[src/ssv_pkg.sv]
// Purpose: Shared constants and types for the shadow set and vector spacing control block.
// Assumes: Registers are reached over the core's coprocessor-0 move port (number, select).
// Notes: Field positions and reset values are named once here.
package ssv_pkg;
    // Coprocessor-0 addresses (register number, select).
    localparam logic [4:0] SSV_IRQ_CTL_NUM = 5'h0c;
    localparam logic [2:0] SSV_IRQ_CTL_SEL = 3'h1;
    localparam logic [4:0] SSV_SET_CTL_NUM = 5'h0c;
    localparam logic [2:0] SSV_SET_CTL_SEL = 3'h2;
    // Vector spacing field of interrupt_control.
    localparam int SSV_SPC_LSB = 5;
    localparam int SSV_SPC_MSB = 9;
    localparam logic [4:0] SSV_SPC_RESET = 5'h00;
    // Highest shadow set field of shadow_set_control.
    localparam int SSV_TOP_SET_LSB = 26;
    localparam int SSV_TOP_SET_MSB = 29;
    // Spacing codes and their byte distances.
    localparam logic [4:0] SSV_SPC_0 = 5'h00;
    localparam logic [4:0] SSV_SPC_32 = 5'h01;
    localparam logic [4:0] SSV_SPC_64 = 5'h02;
    localparam logic [4:0] SSV_SPC_128 = 5'h04;
    localparam logic [4:0] SSV_SPC_256 = 5'h08;
    localparam logic [4:0] SSV_SPC_512 = 5'h10;
    localparam logic [9:0] SSV_SP_0 = 10'h000;
    localparam logic [9:0] SSV_SP_32 = 10'h020;
    localparam logic [9:0] SSV_SP_64 = 10'h040;
    localparam logic [9:0] SSV_SP_128 = 10'h080;
    localparam logic [9:0] SSV_SP_256 = 10'h100;
    localparam logic [9:0] SSV_SP_512 = 10'h200;

    // Register access request from the core pipeline.
    typedef struct packed {
        logic rd;
        logic wr;
        logic [4:0] num;
        logic [2:0] sel;
        logic [31:0] wdata;
    } ssv_req_t;
endpackage

[src/ssv_ctl.sv]
// Purpose: Vector spacing field and the head of the shadow set control register.
// Assumes: Single core clock; requests come from logic on the same clock.
// Notes: Reads return data one cycle after the request.
//
// Summary of operation
// - With vectored interrupts available, bits 9..5 of interrupt_control are a R/W spacing reset to 0.
// - Spacing codes 0,1,2,4,8,16 give entry spacing of 0,32,64,128,256,512 bytes.
// - shadow_set_control is reached as coprocessor-0 register 12 select 2.
// - shadow_set_control exists only in release 2 or later implementations.
// - Bits 31..30 of shadow_set_control read as zero and software writes them as zero.
// - Bits 29..26 of shadow_set_control report the fixed highest shadow set, read only.
// - That field reads 0 for one set, 1 for two sets and 3 for four sets.
// - A highest set value of 7 means eight sets; 2, 4-6 and 8-15 are reserved.
`timescale 1ns/10ps
module ssv_ctl
    import ssv_pkg::*;
#(
    parameter int ARCH_RELEASE = 2,
    parameter int NUM_SHADOW_SETS = 1
)
(
    input wire logic ref_clk_i, // Core clock, 250 MHz.
    input wire logic sys_rst_i, // Synchronous reset, active high.
    input wire logic clk_en_i, // Freezes all state while low, unless sys_rst_i is high.
    input wire logic vec_irq_cap_i, // vectored_irq_supported capability bit.
    input wire logic ext_irq_cap_i, // external_irq_ctrl_supported capability bit.
    input wire ssv_req_t req_i, // Register read or write request.
    output logic [31:0] rdata_o, // Read data, valid with rvalid_o.
    output logic rvalid_o, // One-cycle read answer strobe.
    output logic [9:0] vec_spacing_o // Byte distance between vector entries.
);

    ////////////////////////////////////////////////////////////////////////////
    // Elaboration check: only 1, 2, 4 or 8 sets have a legal encoding.
    // A count of 3 or 5 would need one of the reserved field encodings,
    // so such a build is refused rather than reporting a misleading value.
    initial
    begin
        if (!(NUM_SHADOW_SETS == 1 || NUM_SHADOW_SETS == 2 || NUM_SHADOW_SETS == 4
              || NUM_SHADOW_SETS == 8) || ARCH_RELEASE < 1)
        begin
            $error("ssv_ctl: unsupported shadow set count or release");
        end
    end

    // Highest shadow set number is fixed at build time.
    localparam logic [3:0] TOP_SET_VALUE = 4'(NUM_SHADOW_SETS - 1);
    // Older releases have no shadow set control register at all.
    localparam bit HAS_SET_CTL = (ARCH_RELEASE >= 2);

    ////////////////////////////////////////////////////////////////////////////
    // Maps a spacing code to bytes; unlisted codes yield zero.
    // Giving zero for unlisted codes keeps the entry address generator
    // from ever seeing a stride that no software is allowed to ask for.
    function automatic logic [9:0] spacing_of(input logic [4:0] code);
        logic [9:0] sp;
        sp = SSV_SP_0;
        case (code)
            SSV_SPC_32: sp = SSV_SP_32;
            SSV_SPC_64: sp = SSV_SP_64;
            SSV_SPC_128: sp = SSV_SP_128;
            SSV_SPC_256: sp = SSV_SP_256;
            SSV_SPC_512: sp = SSV_SP_512;
            default: sp = SSV_SP_0;
        endcase
        return sp;
    endfunction

    // True when a request addresses the given register number and select.
    function automatic logic hit(input ssv_req_t r, input logic [4:0] n, input logic [2:0] s);
        return (r.num == n) && (r.sel == s);
    endfunction

    ////////////////////////////////////////////////////////////////////////////
    logic [4:0] spc_code;
    logic [4:0] next_spc_code;
    logic [31:0] next_rdata;
    logic next_rvalid;
    logic [9:0] next_spacing;
    logic vec_impl;
    logic irq_ctl_wr;
    logic irq_ctl_rd;
    logic set_ctl_rd;

    // Field only exists when one of the capability bits is set.
    assign vec_impl = vec_irq_cap_i | ext_irq_cap_i;

    // Decoded requests; each is used by the next-state logic and the checks.
    assign irq_ctl_wr = req_i.wr && hit(req_i, SSV_IRQ_CTL_NUM, SSV_IRQ_CTL_SEL);
    assign irq_ctl_rd = req_i.rd && hit(req_i, SSV_IRQ_CTL_NUM, SSV_IRQ_CTL_SEL);
    assign set_ctl_rd = req_i.rd && hit(req_i, SSV_SET_CTL_NUM, SSV_SET_CTL_SEL);

    // Next state of the spacing field and of the read port.
    // A read in the same cycle as a write returns the old value, since the
    // read data is built from the stored code and not from next_spc_code.
    always_comb
    begin
        next_spc_code = spc_code;
        next_rdata = 32'h0000_0000;
        next_rvalid = 1'b0;
        if (irq_ctl_wr && vec_impl)
        begin
            next_spc_code = req_i.wdata[SSV_SPC_MSB:SSV_SPC_LSB];
        end
        if (req_i.rd)
        begin
            next_rvalid = 1'b1;
            if (irq_ctl_rd)
            begin
                // Low bits stay zero by construction.
                next_rdata[SSV_SPC_MSB:SSV_SPC_LSB] = vec_impl ? spc_code : 5'h00;
            end
            else if (HAS_SET_CTL && set_ctl_rd)
            begin
                // Top two bits stay zero; writes leave this field alone.
                next_rdata[SSV_TOP_SET_MSB:SSV_TOP_SET_LSB] = TOP_SET_VALUE;
            end
        end
        // Spacing follows the code that will be stored, so it is current
        // in the same cycle as the register itself.
        next_spacing = vec_impl ? spacing_of(next_spc_code) : SSV_SP_0;
    end

    // Registers; reset wins, otherwise a low clock enable freezes everything.
    always_ff @(posedge ref_clk_i)
    begin
        if (sys_rst_i)
        begin
            spc_code <= SSV_SPC_RESET;
            rdata_o <= 32'h0000_0000;
            rvalid_o <= 1'b0;
            vec_spacing_o <= SSV_SP_0;
        end
        else if (clk_en_i)
        begin
            spc_code <= next_spc_code;
            rdata_o <= next_rdata;
            rvalid_o <= next_rvalid;
            vec_spacing_o <= next_spacing;
        end
    end
endmodule

[config.mk]
export PLATFORM = sky130hd
export DESIGN_NAME = ssv_ctl
export DESIGN_NICKNAME = d
export VERILOG_FILES = /design/src/ssv_pkg.sv /design/src/ssv_ctl.sv
export SDC_FILE = /design/constraint.sdc
export NUM_CORES = 1
export LEC_CHECK = 0
export BUFFER_PORTS_ARGS = -buffer_cell sky130_fd_sc_hd__buf_2
export CAP_MARGIN = 5
export CORE_MARGIN = 10
export CORE_UTILIZATION = 30
export CTS_BUF_LIST = sky130_fd_sc_hd__clkbuf_8
export DETAILED_ROUTE_END_ITERATION = 10
export PLACE_DENSITY = 0.74
export SLEW_MARGIN = 0
export SYNTH_ARGS = -nofsm -noshare
export SYNTH_HDL_FRONTEND = slang
export SYNTH_SLANG_ARGS = --single-unit
export TNS_END_PERCENT = 10
[constraint.sdc]
create_clock -name ref_clk_i -period 5.6 [get_ports ref_clk_i]
set_clock_uncertainty 0.15 [all_clocks]
set_input_delay 0.84 -clock ref_clk_i [delete_from_list [all_inputs] [get_ports ref_clk_i]]
set_output_delay 0.84 -clock ref_clk_i [all_outputs]
set_load 0.02 [all_outputs]
==> results.yml, run 1 <==
run_status:
  run_status: "finished clean"
synthesis:
  post_synth_instance_area_sq_mm: 0.001026
  netlist-cell-type-count: 23
  ys_seq_elements: 16
  part_of_the_yosys_area_used_for_sequential_elements_pct: 31.22
  postSynthAreaPerCell_sq_um: 8.550
  synthesized_instance_count: 120
  ys_warn_count: 0
sta:
  fmax_ghz: 0.3969
  finalHoldViolations: 0
  grt_setup_unrepaired: "no"
  min_period_ns: 2.520
  finalSetupTns_ns: 0
  layout_setup_ws_ns: 3.080
  timing.slew.headroom_pct: 39.36
  final-setup-viol-count: 0
  worst_slew_pin_slew_ns: 0.9076
  slew_violations: 0
  layout_worst_path_cycle_share_pct: 44.99
route:
  drc: 0
  via_per_inst: 4.077
  route.detailed.wl_per_inst_um: 12.00
  drt_iter0_markers: 53
  route.antenna.remaining_nets: 0
  drt_pass1_iterations: 4
  final_wirelength_mm: 2.352
  via_count: 799
clock_network:
  cts.reportedPaths.clkPinSlew_ns: 0.06
  ctsHtreeMaxLevel: 1
  ctsRootBufferMaster: "clkbuf_8"
  cts.path.max_buffers: 2
  cts_resized: 0
  holdBufCountCts: 0
  clock_insertion_delay_worst_skew_ns: 0.25
  post-cts-setup-buffer-count: 0
  cts_made_buffers: 3
  clkSinkCount: 16
  cts_tree: "built"
power_and_ir_drop:
  p_int_w: 0.0001841
  power.ir.vdd_worst_v: 0.00007111
  power.net_switching_w: 0.00006970
  power_per_cell_area_mw_per_mm2: 221.4
  leakage_power_nw: 0.5005
  power.switching_fraction_pct: 27.46
  power_frac_seq_pct: 45.1
  combPwrFrac_pct: 14.7
  p_clk_share_pct: 40.2
job:
  number_of_max_cap_violations: 0
floorplan:
  die-width_um: 78.48
  placeableCoreArea_sq_mm: 0.003311
  num_rows: 21
  die-area_sq_mm: 0.006159
  design.portCount: 90
  floorplan.initialDensity_pct: 30.99
  die_outline_height_um: 78.48
grt:
  wire_length_of_the_first_global_routing_pass_mm: 3.919
  global_route.overflow_total: 0
  global_route.usage.total_pct: 7.765
  first_global_vias: 881
  grt_max_degree: 14
  grt_antenna_before_repair: 0
final_layout:
  syn_to_final_growth_pct: 11.71
  layout.cells.non_filler: 196
  final_layout_size_suffix_gt1_share_pct: 26.00
  antenna-diode-count: 0
  nNetsFinal: 198
worst_setup_path:
  setup.worst_path.class: "in -> reg"
  crit_slowest_cell: "or4b_1"
  end_kind: "flip-flop"
  worstPathArrival_ns: 2.49
  critical-path-top-delay-family: "simple AND/OR/NAND/NOR gates"
  worstPathCellList: "buf_2 > or4_4 > or4b_1 > nand4_1 > o311ai_2"
  reg2regPathDepth: 3
  r2r_start: "spc_code[2]"
  setup.worst_path.start_class: "input port"
  worstPathMaxFanout: 10
  worst-path-buf-inv: 1
  ff2ff_setup_slack_ns: 4.46
  required_ns: 5.57
  critical_path.max_stage_delay_ns: 0.70
  rr_endpoint: "vec_spacing_o[5]"
  worst-path-stages: 5
min_path:
  worst_hold_path.endpoint: "vec_spacing_o[8]"
  worst_hold_path_type: "reg -> reg"
  min_path_cells: 2
  timing.hold.worst.start: "vec_spacing_o[8]"
place:
  buffer_ports.inserted: 30
  dp_hpwl_mm: 2.016
  finalWeightedCongestion: 0.7799
  worst_slack_at_placement_ns: 2.798
  count_of_placed_standard_cells_including_taps: 192
[tightest hold or removal path, stage by stage (launching register included)]
cell and delay (ns):
dfxtp_1 0.32, nand2_1 0.05, o211ai_1 0.06
[layer usage]
layer  vias to the layer above  global-route usage, %  routed length (um)
li1                        409                      -                   -
met1                       357                  6.420                 808
met2                        29                  15.30                1346
met3                         4                  3.303                 163
met4                         0                  3.763                  34
met5                         -                      0                   0
[layout by cell type, fill, tap and decap left out]
cell type  count
conb_1        32
buf_2         30
dfxtp_1       16
nor2_1        12
nor2b_1        9
nand2_1        8
a21oi_1        6
mux2i_1        5
nand4_1        5
nor3_1         4
clkbuf_8       4
nand4b_1       3
nand2b_1       3
o211ai_1       3
nor4_1         2
o311ai_2       2
or4_4          1
nor4_2         1
nor4_4         1
nor3b_1        1
or4b_1         1
nand3_1        1
[state kept, by name, indices dropped and copies added, names as in the netlist]
name	flops
rdata_o	5
spc_code	5
vec_spacing_o	5
rvalid_o	1
[stage by stage]
| stage | total power, W | instance area (sq um) | utilization, % | hold slack, ns |
|---|---|---|---|---|
| 2_1_floorplan | 0.0001606 | 1142 | - | 0.3573 |
| 4_1_cts | 0.0002578 | 1146 | 34.62 | 0.3281 |
| 3_5_place_dp | 0.0001534 | 1091 | 32.96 | 0.3131 |
| 3_3_place_gp | 0.0001530 | 1091 | 32.96 | 0.3010 |
| 5_1_grt | 0.0002659 | 1146 | 34.62 | 0.3663 |
| 6_report | 0.0002538 | 1146 | 34.62 | 0.3170 |
[power by group through the flow]
stage | Clock (W) | Combinational, W | Sequential [W]
after global placement | 0 | 0.0000360 | 0.000117
final | 0.000102 | 0.0000373 | 0.000114
after detailed placement | 0 | 0.0000364 | 0.000117
after CTS | 0.000107 | 0.0000364 | 0.000114
after global routing | 0.000111 | 0.0000406 | 0.000114
after floorplan | 0 | 0.0000431 | 0.000117
[layout make-up]
| type | count | area, sq um |
|---|---|---|
| clock buffers | 4 | 55.05 |
| fillers | 372 | 2165 |
| multi-input cells | 100 | 563.0 |
| flip-flops and latches | 16 | 320.3 |
| well taps | 46 | 57.56 |
| repair buffers | 30 | 150.1 |
[cell usage after synthesis]
| master | count | area, sq um |
|---|---|---|
| nor3_1 | 4 | 20.02 |
| nand3_1 | 1 | 5.000 |
| conb_1 | 1 | 3.750 |
| a21oi_1 | 6 | 30.03 |
| nor4_4 | 1 | 21.27 |
| nor2_1 | 12 | 45.04 |
| o311ai_2 | 2 | 32.53 |
| nand4b_1 | 3 | 26.28 |
| buf_6 | 1 | 11.26 |
| dfxtp_1 | 16 | 320.3 |
| buf_4 | 32 | 240.2 |
| nor4_1 | 2 | 12.51 |
| clkbuf_1 | 2 | 7.510 |
| or4b_1 | 1 | 10.01 |
| nand4_1 | 5 | 31.28 |
| or4_4 | 1 | 11.26 |
| nor2b_1 | 9 | 56.30 |
| nor3b_1 | 1 | 7.510 |
| nand2b_1 | 3 | 18.77 |
| nor4_2 | 1 | 12.51 |
| mux2i_1 | 5 | 50.05 |
| nand2_1 | 8 | 30.03 |
| o211ai_1 | 3 | 22.52 |
[how the worst max path moves through the flow]
| stage | end | startpoint | slack, ns |
|---|---|---|---|
| 6_report | vec_spacing_o[5] | req_i[36] | 3.08 |
| 5_1_grt | vec_spacing_o[6] | req_i[36] | 3.00 |
| 4_1_cts | vec_spacing_o[5] | req_i[36] | 3.07 |
| 3_5_place_dp | vec_spacing_o[5] | req_i[36] | 2.80 |
| 3_3_place_gp | vec_spacing_o[5] | req_i[36] | 2.81 |
| 2_1_floorplan | vec_spacing_o[5] | req_i[36] | 3.05 |
[cells by family after synthesis]
family | after synthesis | synth area share [%]
simple gates | 52 | 30.00
buf+inv | 35 | 25.24
flops | 16 | 31.22
compound gates | 11 | 8.293
mux | 5 | 4.878
other cells | 1 | 0.3655
No activity file was read; power rests on OpenSTA's default activity.
==> inputs of run 2 (changes only) <==
==> constraint.sdc (replaced) <==
create_clock -name ref_clk_i -period 2.32 [get_ports ref_clk_i]
set_clock_uncertainty 0.15 [all_clocks]
set_input_delay 0.348 -clock ref_clk_i [delete_from_list [all_inputs] [get_ports ref_clk_i]]
set_output_delay 0.348 -clock ref_clk_i [all_outputs]
set_load 0.02 [all_outputs]
==> results.yml, run 2 (synthesized netlist as in run 1, its figures left out) <==
route:
  via_per_inst: 4.116
  final_wirelength_mm: 2.445
  drt_iter0_markers: 18
  drc: 0
  via_count: 815
  route.detailed.wl_per_inst_um: 12.35
  drt_pass1_iterations: 3
  route.antenna.remaining_nets: 0
final_layout:
  layout.cells.most_common: "conb_1"
  largestRegisters: "rdata_o: 5 flops, spc_code: 5 flops, vec_spacing_o: 5 flops"
  syn_to_final_growth_pct: 13.17
  nNetsFinal: 200
  antenna-diode-count: 0
  mostFrequentLayoutCells: "conb_1 (32), buf_2 (30), dfxtp_1 (16)"
  final_layout_size_suffix_gt1_share_pct: 26.97
  fill_cell_count: 368
  multi_input_comb_area_sq_um: 563.0
  finalCoreUtilization_pct: 35.07
  sequential_cell_area_sq_um: 320.3
  layout.cells.non_filler: 198
worst_setup_path:
  worstPathCellList: "buf_2 > or4_4 > or4b_1 > nand4_1 > o311ai_2"
  setup.worst_path.class: "in -> reg"
  worstPathMaxFanout: 10
  setup.worst_path.start_class: "input port"
  required_ns: 2.30
  critical_path.max_stage_delay_ns: 0.71
  worstPathArrival_ns: 1.97
  crit_slowest_cell: "or4b_1"
  end_kind: "flip-flop"
sta:
  timing.slew.headroom_pct: 38.60
  layout_worst_path_cycle_share_pct: 86.08
  grt_setup_unrepaired: "no"
  worst_slew_pin_slew_ns: 0.9190
  layout_setup_ws_ns: 0.3229
  finalSetupTns_ns: 0
  finalHoldViolations: 0
  slew_violations: 0
  final-setup-viol-count: 0
  min_period_ns: 1.997
  fmax_ghz: 0.5007
clock_network:
  clock_insertion_delay_worst_skew_ns: 0.25
  ctsRootBufferMaster: "clkbuf_8"
  holdBufCountCts: 0
  cts_made_buffers: 3
  post-cts-setup-buffer-count: 0
  cts.path.max_buffers: 2
  clkSinkCount: 16
  ctsHtreeMaxLevel: 1
  cts_resized: 0
  cts_tree: "built"
  cts.reportedPaths.clkPinSlew_ns: 0.07
job:
  number_of_max_cap_violations: 0
grt:
  grt_max_degree: 14
  wire_length_of_the_first_global_routing_pass_mm: 3.919
  global_route.overflow_total: 0
  grt_antenna_before_repair: 0
  global_route.usage.total_pct: 7.835
  first_global_vias: 872
min_path:
  worst_hold_path_type: "in -> reg"
floorplan:
  die-width_um: 78.48
  placeableCoreArea_sq_mm: 0.003311
  die-area_sq_mm: 0.006159
  design.portCount: 90
  die_outline_height_um: 78.48
  num_rows: 21
  floorplan.initialDensity_pct: 30.99
run_status:
  run_status: "finished clean"
place:
  finalWeightedCongestion: 0.7670
  buffer_ports.inserted: 30
  dp_hpwl_mm: 2.084
  count_of_placed_standard_cells_including_taps: 194
  worst_slack_at_placement_ns: 0.04804
power_and_ir_drop:
  power.ir.vdd_worst_v: 0.0001512
  power_per_cell_area_mw_per_mm2: 534.1
  leakage_power_nw: 0.5102
==> run 2: changes by cell type in the layout (fill, tap and decap cells not counted) <==
cell	before	now
buf_4	0	2
==> run 2: metrics by stage <==
step | power, W | instance area (sq um) | hold slack [ns]
floorplan | 0.0003876 | 1142 | 0.2671
global placement | 0.0003697 | 1106 | 0.3007
detailed placement | 0.0003709 | 1106 | 0.3114
CTS | 0.0006215 | 1161 | 0.2290
global route | 0.0006479 | 1161 | 0.2408
finish | 0.0006202 | 1161 | 0.2299
==> run 2: layout make-up <==
class,count,area share [%]
multi-input combinational,100,48.49
sequential,16,27.59
timing repair buffer,32,14.22
tap,46,4.957
clock buffer,4,4.741
==> run 2: worst paths after layout <==
kind | slack (ns) | from | end | cells after the start
worst min-delay path | 0.23 | req_i[9] | spc_code[4] | 3
worst max-delay path | 0.32 | req_i[36] | vec_spacing_o[6] | 5
worst min register to register | 0.32 | vec_spacing_o[8] | vec_spacing_o[8] | 2
worst max register to register | 1.15 | spc_code[2] | vec_spacing_o[5] | 3
==> run 2: report_power, final <==
group | internal (W) | switching [W] | leakage, nW
clock | 0.000151 | 0.000102 | 0.0288
sequential | 0.000276 | 0.000000460 | 0.129
combinational | 0.0000185 | 0.0000724 | 0.352
==> run 2: layer usage <==
layer	GRT usage, %	wire [um]	vias to the layer above
met4	4.301	56	0
li1	-	-	419
met3	3.759	190	7
met5	0	0	-
met2	14.88	1381	26
met1	6.485	816	363
==> run 2: worst max-delay path: cells and delay by family <==
kind	cells	cell delay (ns)
and+or+nand+nor	3	1.42
buffers and inverters	1	0.09
AOI/OAI and AO/OA	1	0.10
==> inputs of run 3 (changes only) <==
--- a/config.mk
+++ b/config.mk
@@ -7,11 +7,13 @@
 export LEC_CHECK = 0
 export BUFFER_PORTS_ARGS = -buffer_cell sky130_fd_sc_hd__buf_2
 export CAP_MARGIN = 5
+export CORE_ASPECT_RATIO = 1.25
 export CORE_MARGIN = 10
 export CORE_UTILIZATION = 30
 export CTS_BUF_LIST = sky130_fd_sc_hd__clkbuf_8
 export DETAILED_ROUTE_END_ITERATION = 10
 export PLACE_DENSITY = 0.74
+export SETUP_SLACK_MARGIN = 0.5
 export SLEW_MARGIN = 0
 export SYNTH_ARGS = -nofsm -noshare
 export SYNTH_HDL_FRONTEND = slang
==> results.yml, run 3 (synthesized netlist as in run 1, its figures left out) <==
run_status:
  run_status: "finished clean"
worst_setup_path:
  worstPathArrival_ns: 1.78
  worst-path-buf-inv: 1
  reg2regPathDepth: 3
  setup.worst_path.start_class: "input port"
  critical_path.max_stage_delay_ns: 0.57
  worstPathCellList: "buf_2 > or4_4 > or4b_4 > nand4_1 > o311ai_2"
  required_ns: 2.30
  rr_endpoint: "vec_spacing_o[5]"
  r2r_start: "spc_code[3]"
  critical-path-top-delay-family: "simple AND/OR/NAND/NOR gates"
  worstPathMaxFanout: 10
  crit_slowest_cell: "or4b_4"
  ff2ff_setup_slack_ns: 1.16
  end_kind: "flip-flop"
  setup.worst_path.class: "in -> reg"
route:
  wl_met1_um: 759
  drt_pass1_iterations: 6
  drt_iter0_markers: 46
  dr_wl_met2_mm: 1.282
  via_count: 805
  via_per_inst: 4.282
  route.detailed.wl_per_inst_um: 12.79
  detailroute.wirelength.met3_um: 321
  route.antenna.remaining_nets: 0
  routed.top_layer: "met4"
  final_wirelength_mm: 2.405
  drc: 0
sta:
  worst_slew_pin_slew_ns: 0.8785
  layout_worst_path_cycle_share_pct: 77.64
  finalHoldViolations: 0
  timing.slew.headroom_pct: 41.31
  slew_violations: 0
  fmax_ghz: 0.5552
  min_period_ns: 1.801
  finalSetupTns_ns: 0
  final-setup-viol-count: 0
  grt_setup_unrepaired: "yes"
floorplan:
  die-area_sq_mm: 0.006174
  design.portCount: 90
  num_rows: 23
  floorplan.initialDensity_pct: 31.55
  die_outline_height_um: 85.39
  die-width_um: 72.31
  placeableCoreArea_sq_mm: 0.003252
clock_network:
  post-cts-setup-buffer-count: 0
  ctsRootBufferMaster: "clkbuf_8"
  clock_insertion_delay_worst_skew_ns: 0.26
  ctsHtreeMaxLevel: 1
  cts.reportedPaths.clkPinSlew_ns: 0.07
  cts_tree: "built"
  clkSinkCount: 16
  cts.path.max_buffers: 2
  cts_made_buffers: 3
  holdBufCountCts: 0
place:
  finalWeightedCongestion: 0.7755
  buffer_ports.inserted: 30
  count_of_placed_standard_cells_including_taps: 184
  dp_hpwl_mm: 2.028
  placed_cell_area_sq_mm: 0.001087
min_path:
  timing.hold.worst.start: "req_i[9]"
  min_path_cells: 3
  worst_hold_path.endpoint: "spc_code[4]"
  worst_hold_path_type: "in -> reg"
final_layout:
  design_area_final_sq_mm: 0.001155
  fill_cell_count: 360
  nNetsFinal: 199
  final_layout_size_suffix_gt1_share_pct: 27.15
  largestRegisters: "rdata_o: 5 flops, spc_code: 5 flops, vec_spacing_o: 5 flops"
  layout.cells.most_common: "conb_1"
  antenna-diode-count: 0
  syn_to_final_growth_pct: 12.56
  mostFrequentLayoutCells: "conb_1 (32), buf_2 (30), dfxtp_1 (16)"
  layout.cells.non_filler: 188
grt:
  wire_length_of_the_first_global_routing_pass_mm: 3.808
  grt_max_degree: 14
  global_route.usage.total_pct: 7.739
  global_route.overflow_total: 0
  first_global_vias: 856
  grt_antenna_before_repair: 0
power_and_ir_drop:
  power.ir.vdd_worst_v: 0.0002091
  leakage_power_nw: 0.5093
  power_per_cell_area_mw_per_mm2: 536.5
job:
  number_of_max_cap_violations: 0
[run 3: cell count changes in the layout (fill, tap and decap cells not counted)]
cell / change
or4b_1: -1
or4b_4: +1
nor4_2: -1
buf_4: -1
nor4_4: +1
[run 3: timing repair]
item | CTS | global route
gates resized for setup | 1 | 1
setup endpoints to repair | 10 | 14
pin swaps | 0 | 1
[run 3: how the worst max path moves through the flow]
stage | from | endpoint | slack [ns] | cells after the start
floorplan | req_i[33] | vec_spacing_o[5] | 0.32 | 5
global placement | req_i[33] | vec_spacing_o[5] | 0.11 | 5
finish | req_i[33] | vec_spacing_o[6] | 0.52 | 5
CTS | req_i[33] | spc_code[2] | 0.41 | 6
global route | ext_irq_cap_i | vec_spacing_o[5] | 0.43 | 5
detailed placement | req_i[33] | vec_spacing_o[6] | 0.1 | 5
[run 3: tightest hold or removal path: cells and delay by family]
family	cells	cell delay, ns
multiplexers	1	0.07
buffers and inverters	1	0.12
AND/OR/NAND/NOR	1	0.07
[run 3: layout make-up]
cell class | count | area (sq um) | area share [%]
Tap cell | 37 | 46.29 | 4.009
Sequential cell | 16 | 320.3 | 27.74
Multi-Input combinational cell | 100 | 575.6 | 49.84
Clock buffer | 4 | 55.05 | 4.767
Timing Repair Buffer | 31 | 157.7 | 13.65
[run 3: metrics by stage]
step                      utilization, %  hold WS [ns]  setup WS (ns)  power [W]
after floorplan                        -        0.2671         0.3157  0.0003876
after global placement             33.44        0.3012         0.1138  0.0003699
after detailed placement           33.44        0.3106        0.09935  0.0003701
after CTS                          35.24        0.2385         0.4145  0.0006212
after global routing               35.51        0.2459         0.4294  0.0006482
final                              35.51        0.2366         0.5187  0.0006196
[run 3: report_power, final]
part           total [W]  internal (W)  switching (W)  leakage [nW]
logic          0.0000914     0.0000187      0.0000727         0.352
clock network   0.000252      0.000151       0.000101        0.0288
registers       0.000276      0.000276    0.000000555         0.129
total           0.000620      0.000445       0.000174         0.509
[run 3: routing by layer]
metal / vias to the layer above / GRT usage, %
li1: 413 / -
met1: 350 / 6.175
met2: 37 / 13.71
met3: 5 / 5.478
met4: 0 / 3.704
met5: - / 0
